`config.mk`:
```
export PLATFORM = sky130hd
export DESIGN_NAME = otp_programmer
export DESIGN_NICKNAME = d
export VERILOG_FILES = /design/src/core/otp_prog_pkg.sv /design/src/core/otp_wait_timer.sv /design/src/core/otp_programmer.sv
export SDC_FILE = /design/constraint.sdc
export NUM_CORES = 1
export LEC_CHECK = 0
export BUFFER_PORTS_ARGS = -buffer_cell sky130_fd_sc_hd__clkbuf_2
export CORE_MARGIN = 4
export CORE_UTILIZATION = 58
export CTS_BUF_LIST = sky130_fd_sc_hd__clkbuf_4
export DETAILED_ROUTE_END_ITERATION = 12
export PLACE_DENSITY = 0.82
export SLEW_MARGIN = 0
export SYNTH_ARGS = -nofsm -noshare
export SYNTH_HDL_FRONTEND = slang
export SYNTH_SLANG_ARGS = --single-unit
```
`constraint.sdc`:
```
create_clock -name clock -period 3.2 [get_ports clock]
set_clock_uncertainty 0.2 [all_clocks]
set_input_delay 0.32 -clock clock [delete_from_list [all_inputs] [get_ports clock]]
set_output_delay 0.32 -clock clock [all_outputs]
set_load 0.03 [all_outputs]
```
`src/core/otp_prog_pkg.sv`:
```
// Constants, timing counts and pin bundle for the OTP word programmer.
package otp_prog_pkg;

  // Clock and array geometry.
  localparam int CLK_PERIOD_NS = 10;
  localparam int ADDR_W        = 18;
  localparam int DATA_W        = 16;
  localparam int TIMER_W       = 16;
  localparam int ID_CODE_SELECT_BIT = 0;

  // Program pulse: nominal, with the window it must stay inside.
  localparam int PULSE_NOM_NS  = 50000;
  localparam int PULSE_MIN_NS  = 47500;
  localparam int PULSE_MAX_NS  = 52500;
  localparam int MAX_EXTRA_PULSES = 10;

  // Pin timing in nanoseconds.
  localparam int SETUP_NS      = 2000;
  localparam int HOLD_NS       = 2000;
  localparam int DATA_VALID_NS = 150;
  localparam int FLOAT_NS      = 130;
  localparam int SYNC_STAGES   = 2;

  // Least times round up to whole cycles, never below one.
  function automatic int ceil_cycles(input int ns);
    int c;
    c = (ns + CLK_PERIOD_NS - 1) / CLK_PERIOD_NS;
    return (c < 1) ? 1 : c;
  endfunction

  localparam int PULSE_NOM_CYC = PULSE_NOM_NS / CLK_PERIOD_NS;
  localparam int SETUP_CYC     = ceil_cycles(SETUP_NS);
  localparam int HOLD_CYC      = ceil_cycles(HOLD_NS);
  localparam int FLOAT_CYC     = ceil_cycles(FLOAT_NS);
  // Data is sampled after the synchroniser, so its delay is added.
  localparam int DATA_WAIT_CYC = ceil_cycles(DATA_VALID_NS) + SYNC_STAGES;

  localparam logic [TIMER_W-1:0] ZERO_COUNT = 16'h0000;
  localparam logic [TIMER_W-1:0] ONE_COUNT  = 16'h0001;
  localparam logic [7:0]         ID_UPPER   = 8'h00;

  // Everything the programmer drives onto the device.
  typedef struct packed {
    logic [ADDR_W-1:0] addr;
    logic [DATA_W-1:0] data;
    logic              data_oe;
    logic              program_pulse_n;
    logic              oe_n;
    logic              vcc_prog;
    logic              vpp_prog;
    logic              id_mode_address_line;
  } prog_pins_s;

endpackage

```
`src/core/otp_wait_timer.sv`:
```
// Down-counting wait timer used for every pin timing interval.
`timescale 1ns/1ps
module otp_wait_timer
  import otp_prog_pkg::*;
#(
  parameter int W = TIMER_W
) (
  input  wire logic         clock,
  input  wire logic         rstn,
  input  wire logic         cke,
  input  wire logic         load,
  input  wire logic [W-1:0] value,
  output logic              expired
);

  typedef struct packed {
    logic [W-1:0] count;
  } timer_s;

  timer_s s;
  timer_s next_s;

  // Load wins over counting; the count rests at zero.
  always_comb begin
    next_s = s;
    if (load) begin
      next_s.count = value;
    end else if (s.count != '0) begin
      next_s.count = s.count - 1'b1;
    end
  end

  always_ff @(posedge clock or negedge rstn) begin
    if (!rstn) begin
      s <= '0;
    end else if (cke) begin
      s <= next_s;
    end
  end

  assign expired = (s.count == '0);

endmodule // otp_wait_timer

```
`src/core/otp_programmer.sv`:
```
// Programmer for a word-wide OTP memory: program, verify, read-back, ID.
//
// Contract
// - Raise core to 6.5 V and program supply to 13 V, start at address zero.
// - First pass gives each word one 50 us program pulse, no verify; the code verifies after this pulse too.
// - Failing word gets up to ten more pulses, verify after each.
// - Word still failing after ten more pulses fails the whole part.
// - Verified word moves to next address until every address checked.
// - Drop both supplies to 5 V, re-read all words, report pass or fail.
// - Each program pulse is 50 us, held within 47.5 to 52.5 us.
// - Sample verify data no sooner than 150 ns after output enable falls.
`timescale 1ns/1ps
module otp_programmer
  import otp_prog_pkg::*;
#(
  parameter int                PULSE_CYCLES = PULSE_NOM_CYC,
  parameter logic [ADDR_W-1:0] LAST_ADDR    = 18'h3ffff,
  parameter logic [3:0]        MAX_PULSES   = 4'ha
) (
  input  wire logic              clock,
  input  wire logic              rstn,
  input  wire logic              cke,
  input  wire logic              start,
  input  wire logic              id_req,
  input  wire logic              id_select,
  output logic [ADDR_W-1:0]      src_addr,
  input  wire logic [DATA_W-1:0] src_data,
  output prog_pins_s             pins,
  input  wire logic [DATA_W-1:0] data_in,
  output logic                   busy,
  output logic                   done,
  output logic                   pass,
  output logic                   fail,
  output logic [DATA_W-1:0]      id_word,
  output logic                   id_valid
);

  typedef enum logic [3:0] {
    ST_IDLE, ST_POWER, ST_SETUP, ST_PULSE, ST_HOLD, ST_OE_SETUP,
    ST_VERIFY, ST_FLOAT, ST_READ_SUPPLY, ST_READ_SETUP, ST_READ,
    ST_READ_FLOAT, ST_END
  } state_e;

  typedef struct packed {
    state_e              state;
    prog_pins_s          pins;
    logic [DATA_W-1:0]   sync1;
    logic [DATA_W-1:0]   sync2;
    logic [3:0]          extra;
    logic                word_ok;
    logic                id_run;
    logic                busy;
    logic                done;
    logic                pass;
    logic                fail;
    logic [DATA_W-1:0]   id_word;
    logic                id_valid;
    logic                tload;
    logic [TIMER_W-1:0]  tvalue;
  } ctrl_s;

  ctrl_s s;
  ctrl_s next_s;
  logic  expired;

  // A wait spends its load cycle and its expire cycle on top of the count.
  // So the pulse load is two short, which makes the strobe last exactly
  // PULSE_CYCLES cycles. The default keeps it inside the allowed window.
  localparam int                 WAIT_EXTRA = 2;
  localparam logic [TIMER_W-1:0] PULSE_LOAD =
    TIMER_W'(PULSE_CYCLES - WAIT_EXTRA);
  localparam logic [TIMER_W-1:0] SETUP_LOAD = TIMER_W'(SETUP_CYC);
  localparam logic [TIMER_W-1:0] HOLD_LOAD  = TIMER_W'(HOLD_CYC);
  localparam logic [TIMER_W-1:0] FLOAT_LOAD = TIMER_W'(FLOAT_CYC);
  localparam logic [TIMER_W-1:0] DATA_LOAD  = TIMER_W'(DATA_WAIT_CYC);

  otp_wait_timer #(
    .W (TIMER_W)
  ) u_timer (
    .clock   (clock),
    .rstn    (rstn),
    .cke     (cke),
    .load    (s.tload),
    .value   (s.tvalue),
    .expired (expired)
  );

  // A wait is over only once the timer has taken the new load.
  logic wait_over;
  assign wait_over = expired && !s.tload;

  // Sequencer for program, verify, read-back and identification reads.
  always_comb begin
    next_s          = s;
    next_s.sync1    = data_in;
    next_s.sync2    = s.sync1;
    next_s.tload    = 1'b0;
    next_s.id_valid = 1'b0;
    unique case (s.state)
      ST_IDLE: begin
        if (start) begin
          next_s.pins.addr     = '0;
          next_s.pins.vcc_prog = 1'b1;
          next_s.pins.vpp_prog = 1'b1;
          next_s.extra  = '0;
          next_s.busy   = 1'b1;
          next_s.done   = 1'b0;
          next_s.pass   = 1'b0;
          next_s.fail   = 1'b0;
          next_s.tload  = 1'b1;
          next_s.tvalue = SETUP_LOAD;
          next_s.state  = ST_POWER;
        end else if (id_req) begin
          next_s.pins.addr = '0;
          next_s.pins.addr[ID_CODE_SELECT_BIT] = id_select;
          next_s.pins.id_mode_address_line = 1'b1;
          next_s.id_run = 1'b1;
          next_s.busy   = 1'b1;
          next_s.tload  = 1'b1;
          next_s.tvalue = SETUP_LOAD;
          next_s.state  = ST_READ_SETUP;
        end
      end
      ST_POWER: begin
        if (wait_over) begin
          next_s.pins.data_oe = 1'b1;
          next_s.tload  = 1'b1;
          next_s.tvalue = SETUP_LOAD;
          next_s.state  = ST_SETUP;
        end
      end
      ST_SETUP: begin
        // Data follows the source while the setup time runs out.
        next_s.pins.data    = src_data;
        next_s.pins.data_oe = 1'b1;
        if (wait_over) begin
          next_s.pins.program_pulse_n = 1'b0;
          next_s.tload  = 1'b1;
          next_s.tvalue = PULSE_LOAD;
          next_s.state  = ST_PULSE;
        end
      end
      ST_PULSE: begin
        if (wait_over) begin
          next_s.pins.program_pulse_n = 1'b1;
          next_s.tload  = 1'b1;
          next_s.tvalue = HOLD_LOAD;
          next_s.state  = ST_HOLD;
        end
      end
      ST_HOLD: begin
        if (wait_over) begin
          next_s.pins.data_oe = 1'b0;
          next_s.tload  = 1'b1;
          next_s.tvalue = SETUP_LOAD;
          next_s.state  = ST_OE_SETUP;
        end
      end
      ST_OE_SETUP: begin
        if (wait_over) begin
          next_s.pins.oe_n = 1'b0;
          next_s.tload  = 1'b1;
          next_s.tvalue = DATA_LOAD;
          next_s.state  = ST_VERIFY;
        end
      end
      ST_VERIFY: begin
        if (wait_over) begin
          next_s.word_ok   = (s.sync2 == s.pins.data);
          next_s.pins.oe_n = 1'b1;
          next_s.tload  = 1'b1;
          next_s.tvalue = FLOAT_LOAD;
          next_s.state  = ST_FLOAT;
        end
      end
      ST_FLOAT: begin
        if (wait_over) begin
          next_s.tload  = 1'b1;
          next_s.tvalue = SETUP_LOAD;
          if (s.word_ok && s.pins.addr == LAST_ADDR) begin
            next_s.pins.vcc_prog = 1'b0;
            next_s.pins.vpp_prog = 1'b0;
            next_s.state = ST_READ_SUPPLY;
          end else if (s.word_ok) begin
            next_s.pins.addr = s.pins.addr + 1'b1;
            next_s.extra = '0;
            next_s.state = ST_SETUP;
          end else if (s.extra == MAX_PULSES) begin
            next_s.fail  = 1'b1;
            next_s.state = ST_END;
          end else begin
            next_s.extra = s.extra + 1'b1;
            next_s.state = ST_SETUP;
          end
        end
      end
      ST_READ_SUPPLY: begin
        if (wait_over) begin
          next_s.pins.addr = '0;
          next_s.tload  = 1'b1;
          next_s.tvalue = SETUP_LOAD;
          next_s.state  = ST_READ_SETUP;
        end
      end
      ST_READ_SETUP: begin
        // The expected word is held in the idle data register.
        next_s.pins.data = src_data;
        if (wait_over) begin
          next_s.pins.program_pulse_n = 1'b0;
          next_s.pins.oe_n = 1'b0;
          next_s.tload  = 1'b1;
          next_s.tvalue = DATA_LOAD;
          next_s.state  = ST_READ;
        end
      end
      ST_READ: begin
        if (wait_over) begin
          if (s.id_run) begin
            next_s.id_word  = {ID_UPPER, s.sync2[7:0]};
            next_s.id_valid = 1'b1;
          end else if (s.sync2 != s.pins.data) begin
            next_s.fail = 1'b1;
          end
          next_s.pins.program_pulse_n = 1'b1;
          next_s.pins.oe_n = 1'b1;
          next_s.tload  = 1'b1;
          next_s.tvalue = FLOAT_LOAD;
          next_s.state  = ST_READ_FLOAT;
        end
      end
      ST_READ_FLOAT: begin
        if (wait_over) begin
          next_s.tload  = 1'b1;
          next_s.tvalue = SETUP_LOAD;
          if (s.id_run) begin
            next_s.pins.id_mode_address_line = 1'b0;
            next_s.id_run = 1'b0;
            next_s.busy   = 1'b0;
            next_s.state  = ST_IDLE;
          end else if (s.pins.addr == LAST_ADDR) begin
            next_s.state = ST_END;
          end else begin
            next_s.pins.addr = s.pins.addr + 1'b1;
            next_s.state = ST_READ_SETUP;
          end
        end
      end
      ST_END: begin
        // Supplies always return to read level, also after a failure.
        next_s.pins.vcc_prog = 1'b0;
        next_s.pins.vpp_prog = 1'b0;
        next_s.pins.data_oe  = 1'b0;
        next_s.busy  = 1'b0;
        next_s.done  = 1'b1;
        next_s.pass  = !s.fail;
        next_s.state = ST_IDLE;
      end
    endcase
  end

  // One register stage for all state; pins idle with strobes high.
  always_ff @(posedge clock or negedge rstn) begin
    if (!rstn) begin
      s <= '{state: ST_IDLE,
             pins: '{addr: '0, data: '0, data_oe: 1'b0,
                     program_pulse_n: 1'b1, oe_n: 1'b1,
                     vcc_prog: 1'b0, vpp_prog: 1'b0,
                     id_mode_address_line: 1'b0},
             sync1: '0, sync2: '0, extra: '0, word_ok: 1'b0,
             id_run: 1'b0, busy: 1'b0, done: 1'b0, pass: 1'b0,
             fail: 1'b0, id_word: '0, id_valid: 1'b0,
             tload: 1'b0, tvalue: ZERO_COUNT};
    end else if (cke) begin
      s <= next_s;
    end
  end

  assign src_addr = s.pins.addr;
  assign pins     = s.pins;
  assign busy     = s.busy;
  assign done     = s.done;
  assign pass     = s.pass;
  assign fail     = s.fail;
  assign id_word  = s.id_word;
  assign id_valid = s.id_valid;

endmodule // otp_programmer

```
# Word level (Yosys, flattened, before mapping)

Cells that the tools add are included.

Register bits: 128
Bits of input ports: 38
Output and inout port bits: 79
Word-level logic and storage cells: 183

Add/sub/neg operators: 3
Eq/ne operators: 44
Mux-type cells: 74
Reduce and logical (&&, ||, !) cells: 39

Operators by type and width:

| cell                    | number |
|---|---|
| $mux W22                | 5 |
| $mux W17                | 6 |
| $pmux W17 S6            | 1 |
| $mux W18                | 4 |
| $pmux W18 S4            | 1 |
| $mux W4                 | 17 |
| $pmux W4 S13            | 1 |
| $ne A2 B2 Y1 const B    | 24 |
| $mux W35                | 1 |
| $mux W16                | 2 |
| $eq A4 B4 Y1 const B    | 6 |
| $reduce_and A6 Y1       | 4 |
| $reduce_and A10 Y1      | 2 |
| $add A18 B1 Y18 const B | 1 |
| $eq A18 B18 Y1 const B  | 1 |
| $eq A16 B16 Y1          | 1 |
| $eq A4 B3 Y1 const B    | 4 |
| $logic_not A16 Y1       | 1 |
| $mux W1                 | 16 |
| $ne A16 B16 Y1          | 1 |
| $reduce_bool A16 Y1     | 1 |
| $reduce_bool A4 Y1      | 4 |
| $sub A16 B1 Y16 const B | 1 |
| $reduce_and A5 Y1       | 3 |
| 27 further kinds        | 52 |

# Depth between registers and ports, before layout

Gate-level depths: netlist (run 1).

Word-level depth: 6
Gate-level depth with buffers: 9
Mapped depth without buffers: 7

# Modules after synthesis

From an unflattened synthesis (run 1), not the netlist that was laid out.

Cell total of the unflattened synthesis: 692
Area total of the unflattened synthesis: 6916.6 µm²

Modules (own cells, without submodules):

| module         | times used | cells each | area each (µm²) | sequential area each (µm²) |
|---|---|---|---|---|
| otp_programmer | 1          | 565        | 5811.8          | 2555.0 |
| otp_wait_timer | 1          | 127        | 1104.8          | 400.4 |

# Worst setup path after synthesis (run 1)

No wires, ideal clock.

Path type: flip-flop to flip-flop
From: reg u_timer.s[0] in the netlist's numbering
To: reg s (netlist bit src_addr[10])
Setup time: 134 ps
Data arrival time: 2028 ps
Required time: 2866 ps
Path slack: 838 ps
Cell stages (with the launch flop): 10
Path buffers: 2
Period minus slack after synthesis: 2362 ps
Cell sequence: dfrtp_1 -> inv_1 -> ha_1 -> nor4b_1 -> and4_1 -> buf_2 -> o21ai_1 -> buf_2 -> o31ai_1 -> o31ai_2

Longest elaborated chain between the ends: 4
Elaborated cells between the ends (all ways): 6
Classes of those cells: eq/ne: 3; reduce/logical: 3

RTL lines:

| item                                    | RTL line              | text |
|---|---|---|
| from (decl)                             | otp_wait_timer.sv:20  | `timer_s s;` |
| from (signal assigned)                  | otp_wait_timer.sv:37  | `s <= next_s;` |
| $logic_not A16 Y1 (*)                   | otp_wait_timer.sv:41  | `assign expired = (s.count == '0);` |
| $logic_and A1 B1 Y1 (*)                 | otp_programmer.sv:90  | `assign wait_over = expired && !s.tload;` |
| $ne A2 B2 Y1 (no source line)           | --                    |  |
| $reduce_and A10 Y1 (no source line) (*) | --                    |  |
| to (signal assigned)                    | otp_programmer.sv:264 | `s <= '{state: ST_IDLE,` |
| to (signal assigned)                    | otp_programmer.sv:274 | `s <= next_s;` |
| to (decl)                               | otp_programmer.sv:62  | `ctrl_s s;` |

Every way passes the cells marked *; elsewhere a longest branch is shown, timed or not.
A chain may end at the register's enable or synchronous reset.

# Worst setup path after layout (run 1)

From: reg u_timer.s[0] in the netlist's numbering
To: reg s[4] in the netlist's numbering

Longest elaborated chain between the ends: 4
Elaborated cells between the ends (all ways): 8
Classes of those cells: eq/ne: 5; reduce/logical: 3

RTL lines:

| item                                                          | RTL line |
|---|---|
| $logic_not A16 Y1 (*)                                         | otp_wait_timer.sv:41 |
| $logic_and A1 B1 Y1 (*)                                       | otp_programmer.sv:90 |
| $ne A2 B1 Y1 (no source line) or $ne A2 B2 Y1 (tied branches) | -- |
| $reduce_and A8 Y1 (no source line) (*)                        | -- |

Marks and branches as above.

==> run summary, run 1 <==
most frequent cells in the layout = dfrtp_1 (116), clkbuf_2 (107), mux2_2 (56)
Post-synth EDFFs = 0
Rows = 39
Hold Slack = 0.0606 ns
post-synthesis compound-gate area fraction = 0.164
port buffer count = 108
CTS buffer count = 17
DP Wirelength = 10,900 µm
clock sinks = 118
Seq pwr share = 0.423
pre-CTS setup slack = 0.477 ns
clk root buf = clkbuf_4
worst skew pair latency = 0.54 ns
post-route cell area = 7510 µm²
WP data required = 3.48 ns
Slew Viols, Final = 0
kind of critical path = reg2reg
Longest Clk Path Bufs = 2
CTS tree = done
post-layout min period = 2.78 ns
sequential area share after synthesis = 0.441
power density over the cells = 745 nW/µm²
setup violators final = 0
antenna violations before repair = 0
remaining routing DRC violations = 0
Switching Power = 2.54 mW
Most used DFF post-synth = dfrtp_1
Antenna Cells = 0
first-pass GRT wire length = 26,900 µm
Critical Path AT = 3.06 ns
P&R area growth vs syn = 12.0%
Setup crit end kind = flip-flop
mux contribution to synthesized area = 0.0970
share of synthesized flip-flops with an asynchronous set or reset = 1.00
gr usage total = 0.253
Final #Nets = 792
WL final = 16,200 µm
setup slack after layout = 0.421 ns
post-CTS sizing = 0
Mapped Area = 6710 µm²
adder-cell share of the synthesized area = 0.00932
switching part of the total = 0.453
RSZ-0062 raised after global routing = false
pin count of the biggest net entering global routing = 67
combinational power share = 0.404
routability cong. = 0.966
worst hold-check path type = in2reg
actual slew at the worst max-slew pin = 0.820 ns
Routed Antenna Nets = 0
core area = 11,400 µm²
Post-Syn Area per Cell = 10.0 µm²
TritonRoute pass-1 iters = 5
Placed Instances = 836
detailed router's first-iteration violation count = 606
GR Overflow Total = 0
Synth Area in Simple Gates = 0.149
synth unique cells = 66
CTS HTree Levels = 4
largest family of logic cells by synthesized area = compound AO/OA/AOI/OAI gates
Routed WL per cell = 17.9 µm
fin crit share = 0.869
DIE AREA = 13,400 µm²
Worst setup SP type = flip-flop
Leak Pwr = 3.33 nW
Synth Register Bits = 118
yosys warns = 0
die height = 116 µm
fraction of layout cells with a size suffix above 1 = 0.311
CP Max Fanout = 11
VDD IR-drop max = 537 µV
number of non-filler instances in the completed layout = 905
Worst-path clk slew = 0.12 ns
Via-to-Cell Ratio = 6.06
io pins = 117
status = finished clean
Rel. slew slack = 0.451
vias in the first global route = 5,447
vias = 5,486
internal power consumption = 3.06 mW
Initial Utilization = 0.590
Max Freq = 360 MHz
Max-Cap Viols = 0
Die X = 116 µm
commonest non-fill, non-tap cell in the layout = dfrtp_1
final hold viol count = 0
Clock Power Share = 0.172
Synth Instances = 669
placed instance area = 6900 µm²
setup TNS = 0 ns
post-synthesis xor/xnor area fraction = 0.0235
[path summary, 6_finish.rpt]
check                      depth (start not counted)  slack [ns]           end    startpoint
max reg2reg                                        7        0.42          s[4]  u_timer.s[0]
min in group asynchronous                          3        0.13  src_addr[10]          rstn
max                                                7        0.42          s[4]  u_timer.s[0]
min                                                4        0.06          done         start
max in group asynchronous                          3        1.48  u_timer.s[4]          rstn
min reg2reg                                        2        0.30          done          done
[cells in the mapped netlist, drive strengths merged, types with 3 or more instances]
library cell / n / area share
a22o: 4 / 0.0052
nor3: 12 / 0.0097
nor4: 15 / 0.015
a31oi: 18 / 0.017
or2: 3 / 0.0028
nand3: 15 / 0.011
nor2b: 7 / 0.0065
o21ai: 40 / 0.030
clkbuf: 19 / 0.011
nor2: 35 / 0.021
nand3b: 5 / 0.0056
nand4: 12 / 0.011
dfrtp: 116 / 0.43
o31ai: 33 / 0.044
ha: 5 / 0.0093
mux2: 56 / 0.094
nor4b: 3 / 0.0039
a211oi: 3 / 0.0041
xor2: 17 / 0.022
nand2: 43 / 0.024
o21a: 3 / 0.0034
and4: 4 / 0.0052
buf: 91 / 0.096
and2: 6 / 0.0056
o41ai: 7 / 0.0091
and3: 4 / 0.0037
inv: 17 / 0.0095
or4: 6 / 0.0078
a21oi: 26 / 0.019
a22oi: 7 / 0.0078
[through the flow]
stage	power (mW)	utilization
final	5.60	0.661
after CTS	5.56	0.661
after global routing	5.98	0.661
after floorplan	4.10	-
after detailed placement	4.56	0.607
after global placement	4.47	0.607
[metal layers]
metal | global-route usage | vias to the layer above | part of all wire
li1 | - | 2537 | -
met1 | 0.331 | 2680 | 0.42
met2 | 0.410 | 239 | 0.50
met3 | 0.0721 | 30 | 0.070
met4 | 0.0829 | 0 | 0.017
met5 | 0 | - | 0
[power by group through the flow]
stage / clock network [mW] / registers [mW] / logic [mW]
2_1_floorplan: 0 / 2.17 / 1.92
3_3_place_gp: 0 / 2.35 / 2.13
3_5_place_dp: 0 / 2.37 / 2.19
4_1_cts: 0.985 / 2.34 / 2.23
5_1_grt: 1.06 / 2.43 / 2.50
6_report: 0.965 / 2.37 / 2.26
[sequential cells by signal, indices dropped and copies added (netlist names)]
name and count:
busy 1, done 1, fail 1, id_valid 1, id_word 8, next_s 16
pass 1, pins 21, s 34, src_addr 18, u_timer.s 16
[what timing repair did]
item                                   CTS  global route
hold buffers                            37             0
endpoints found under the hold margin  151             0
setup buffers                            0             0
[kinds of logic (layout without fill, tap and decap cells)]
| logic type | after synthesis | count (layout) |
|---|---|---|
| compound gates | 159 | 159 |
| xor+xnor | 18 | 18 |
| fa+ha+maj | 5 | 5 |
| buf+inv | 127 | 213 |
| flops | 118 | 118 |
| mux | 58 | 58 |
| other cells | 1 | 8 |
| simple gates | 183 | 183 |
[cell type report]
cell class	count	area (µm²)
clock buffers	17	128
clock inverters	15	119
fillers	858	3850
inverters	17	63.8
multi-input cells	431	3000
flip-flops and latches	118	2960
well taps	143	179
repair buffers	164	1070
[worst max-delay path, cell delays in order, from the launching register on]
cell and delay (ns):
dfrtp_1 0.42, inv_1 0.13, ha_1 0.19, nor4b_1 0.32, and4_1 0.36, a41oi_1 0.40, nor4_1 0.57, a21o_1 0.13
(Power assumes the default switching activity.)
==> inputs of run 2 (changes only) <==
--- a/config.mk
+++ b/config.mk
@@ -10,7 +10,7 @@
 export CORE_UTILIZATION = 58
 export CTS_BUF_LIST = sky130_fd_sc_hd__clkbuf_4
 export DETAILED_ROUTE_END_ITERATION = 12
-export PLACE_DENSITY = 0.82
+export PLACE_DENSITY_LB_ADDON = 0.08
 export SLEW_MARGIN = 0
 export SYNTH_ARGS = -nofsm -noshare
 export SYNTH_HDL_FRONTEND = slang
==> run 2 against run 1 <==
  * Cell area rose by 1.3%
  * Combinational power barely moved
  * Largest power group unchanged
  * Cell count grew 0.22%
  * Critical endpoint is now src_addr[7]
  * Die area unchanged
==> run summary, run 2 (synthesis results as in run 1) <==
status = finished clean
kind of critical path = reg2reg
CTS HTree Levels = 4 (unchanged)
Rel. slew slack = 0.554 (+0.103)
commonest non-fill, non-tap cell in the layout = dfrtp_1
Antenna Cells = 0 (unchanged)
Rows = 39 (unchanged)
fin crit share = 0.868 (about the same)
Leak Pwr = 3.39 nW (+1.7%)
clk root buf = clkbuf_4
worst skew pair latency = 0.55 ns (about the same)
Longest Clk Path Bufs = 2 (unchanged)
worst hold-check path type = in2reg
routability cong. = 0.871 (-9.9%)
final hold viol count = 0 (unchanged)
met2 WL = 7950 µm (-1.1%)
RSZ-0062 raised after global routing = false
post-layout min period = 2.78 ns (-0.00126 ns)
Slew Viols, Final = 0 (unchanged)
Worst-path clk slew = 0.10 ns (-0.02 ns)
first-pass GRT wire length = 26,400 µm (-1.9%)
die height = 116 µm (unchanged)
fraction of layout cells with a size suffix above 1 = 0.315 (+0.00442)
power density over the cells = 769 nW/µm² (+3.3%)
vias = 5,393 (-1.7%)
source of the worst hold timing path = start
VDD IR-drop max = 667 µV (+24%)
actual slew at the worst max-slew pin = 0.669 ns (-0.152 ns)
detailed router's first-iteration violation count = 429 (-29%)
Setup crit end kind = flip-flop
remaining routing DRC violations = 0 (unchanged)
clock sinks = 118 (unchanged)
Initial Utilization = 0.590 (unchanged)
CTS buffer count = 17 (unchanged)
vias in the first global route = 5,295 (-2.8%)
max reg flops = 34 (unchanged)
WP data required = 3.44 ns (-0.04 ns)
gr usage total = 0.251 (-0.00240)
DP Wirelength = 11,100 µm (+1.6%)
Max Freq = 360 MHz (about the same)
Placed Instances = 839 (+0.36%)
core area = 11,400 µm² (unchanged)
P&R area growth vs syn = 13.5%
worst r2r src = s[118]
total power = 5.86 mW (+4.6%)
TritonRoute pass-1 iters = 5 (unchanged)
Worst R2R End = src_addr[7]
number of non-filler instances in the completed layout = 907 (+0.22%)
Max Used Layer = met4
pre-CTS setup slack = 0.450 ns (-0.0274 ns)
hold path endpoint = done
Die X = 116 µm (unchanged)
Reg2Reg Setup Slack = 0.42 ns (about the same)
port buffer count = 108 (unchanged)
Routed WL per cell = 17.5 µm (-1.9%)
io pins = 117 (unchanged)
antenna violations before repair = 0 (unchanged)
Routed Antenna Nets = 0 (unchanged)
WL final = 15,900 µm (-1.7%)
Hold Slack = 0.0605 ns (-0.0000923 ns)
DIE AREA = 13,400 µm² (unchanged)
DR WL met3 = 974 µm (-14%)
setup slack after layout = 0.422 ns (+0.00126 ns)
reg2reg path depth = 6 (-1)
Critical Path AT = 3.02 ns (-0.04 ns)
postcts setup bufs = 0 (unchanged)
Final #Nets = 794 (+0.25%)
Worst setup SP type = flip-flop
most frequent cells in the layout = dfrtp_1 (116), clkbuf_2 (107), mux2_2 (56)
met1 wire length = 6770 µm (+0.52%)
Max-Cap Viols = 0 (unchanged)
pin count of the biggest net entering global routing = 72 (+7.5%)
worst hold path depth = 4 (unchanged)
CP Max Fanout = 20 (+9)
Via-to-Cell Ratio = 5.95 (-1.9%)
setup violators final = 0 (unchanged)
setup TNS = 0 ns (unchanged)
GR Overflow Total = 0 (unchanged)
Most flops, register = s
CTS tree = done
-- run 2: cell types whose count changed in the layout (fill, tap and decap cells not counted), sizes merged --
cell	before	now
bufinv	0	4
clkbuf	124	125
buf	20	23
clkinvlp	3	2
dlygate4sd3	37	36
inv	24	20
-- run 2: layout make-up --
cell class              instances  area (µm²)
well taps                     143         179
clock buffers                  18         135
repair buffers                166        1080
inverters                      17        63.8
flip-flops and latches        118        2960
fillers                       886        3760
multi-input cells             431        3000
clock inverters                14         198
-- run 2: worst max path at each step --
stage | from | cells after the start | slack (ns) | end
2_1_floorplan | u_timer.s[0] | 9 | 0.84 | src_addr[10]
3_3_place_gp | s[119] | 6 | 0.48 | pins[3]
4_1_cts | s[118] | 6 | 0.43 | src_addr[7]
3_5_place_dp | s[118] | 6 | 0.45 | src_addr[7]
6_report | s[118] | 6 | 0.42 | src_addr[7]
5_1_grt | s[119] | 6 | 0.27 | s[4]
-- run 2: metrics by stage --
step	cell area, µm²	util
global placement	6920	0.609
detailed placement	6920	0.609
finish	7610	0.670
global route	7610	0.670
floorplan	6740	-
CTS	7610	0.670
-- run 2: critical path, cell delays in order, from the launching register on --
cell     delay, ns
dfrtp_1       0.78
buf_4         0.26
nor2b_1       0.12
a21oi_1       0.23
o32ai_2       0.14
or4_4         0.64
o31ai_1       0.31
-- run 2: repair_timing --
action / in CTS / in global routing
hold endpoints to repair: 83 / 0
setup endpoints to repair: 0 / 0
hold buffers: 36 / 0
resized for setup: 0 / 0
-- run 2: metal layers --
layer	global-route usage	vias to the layer above
met5	0	-
met4	0.0790	0
met3	0.0674	25
met1	0.326	2651
met2	0.412	179
li1	-	2538
-- run 2: where the power goes --
group / total, mW / switching (mW) / internal [mW]
clock: 1.24 / 0.599 / 0.636
sequential: 2.34 / 0.484 / 1.86
combinational: 2.28 / 1.38 / 0.906
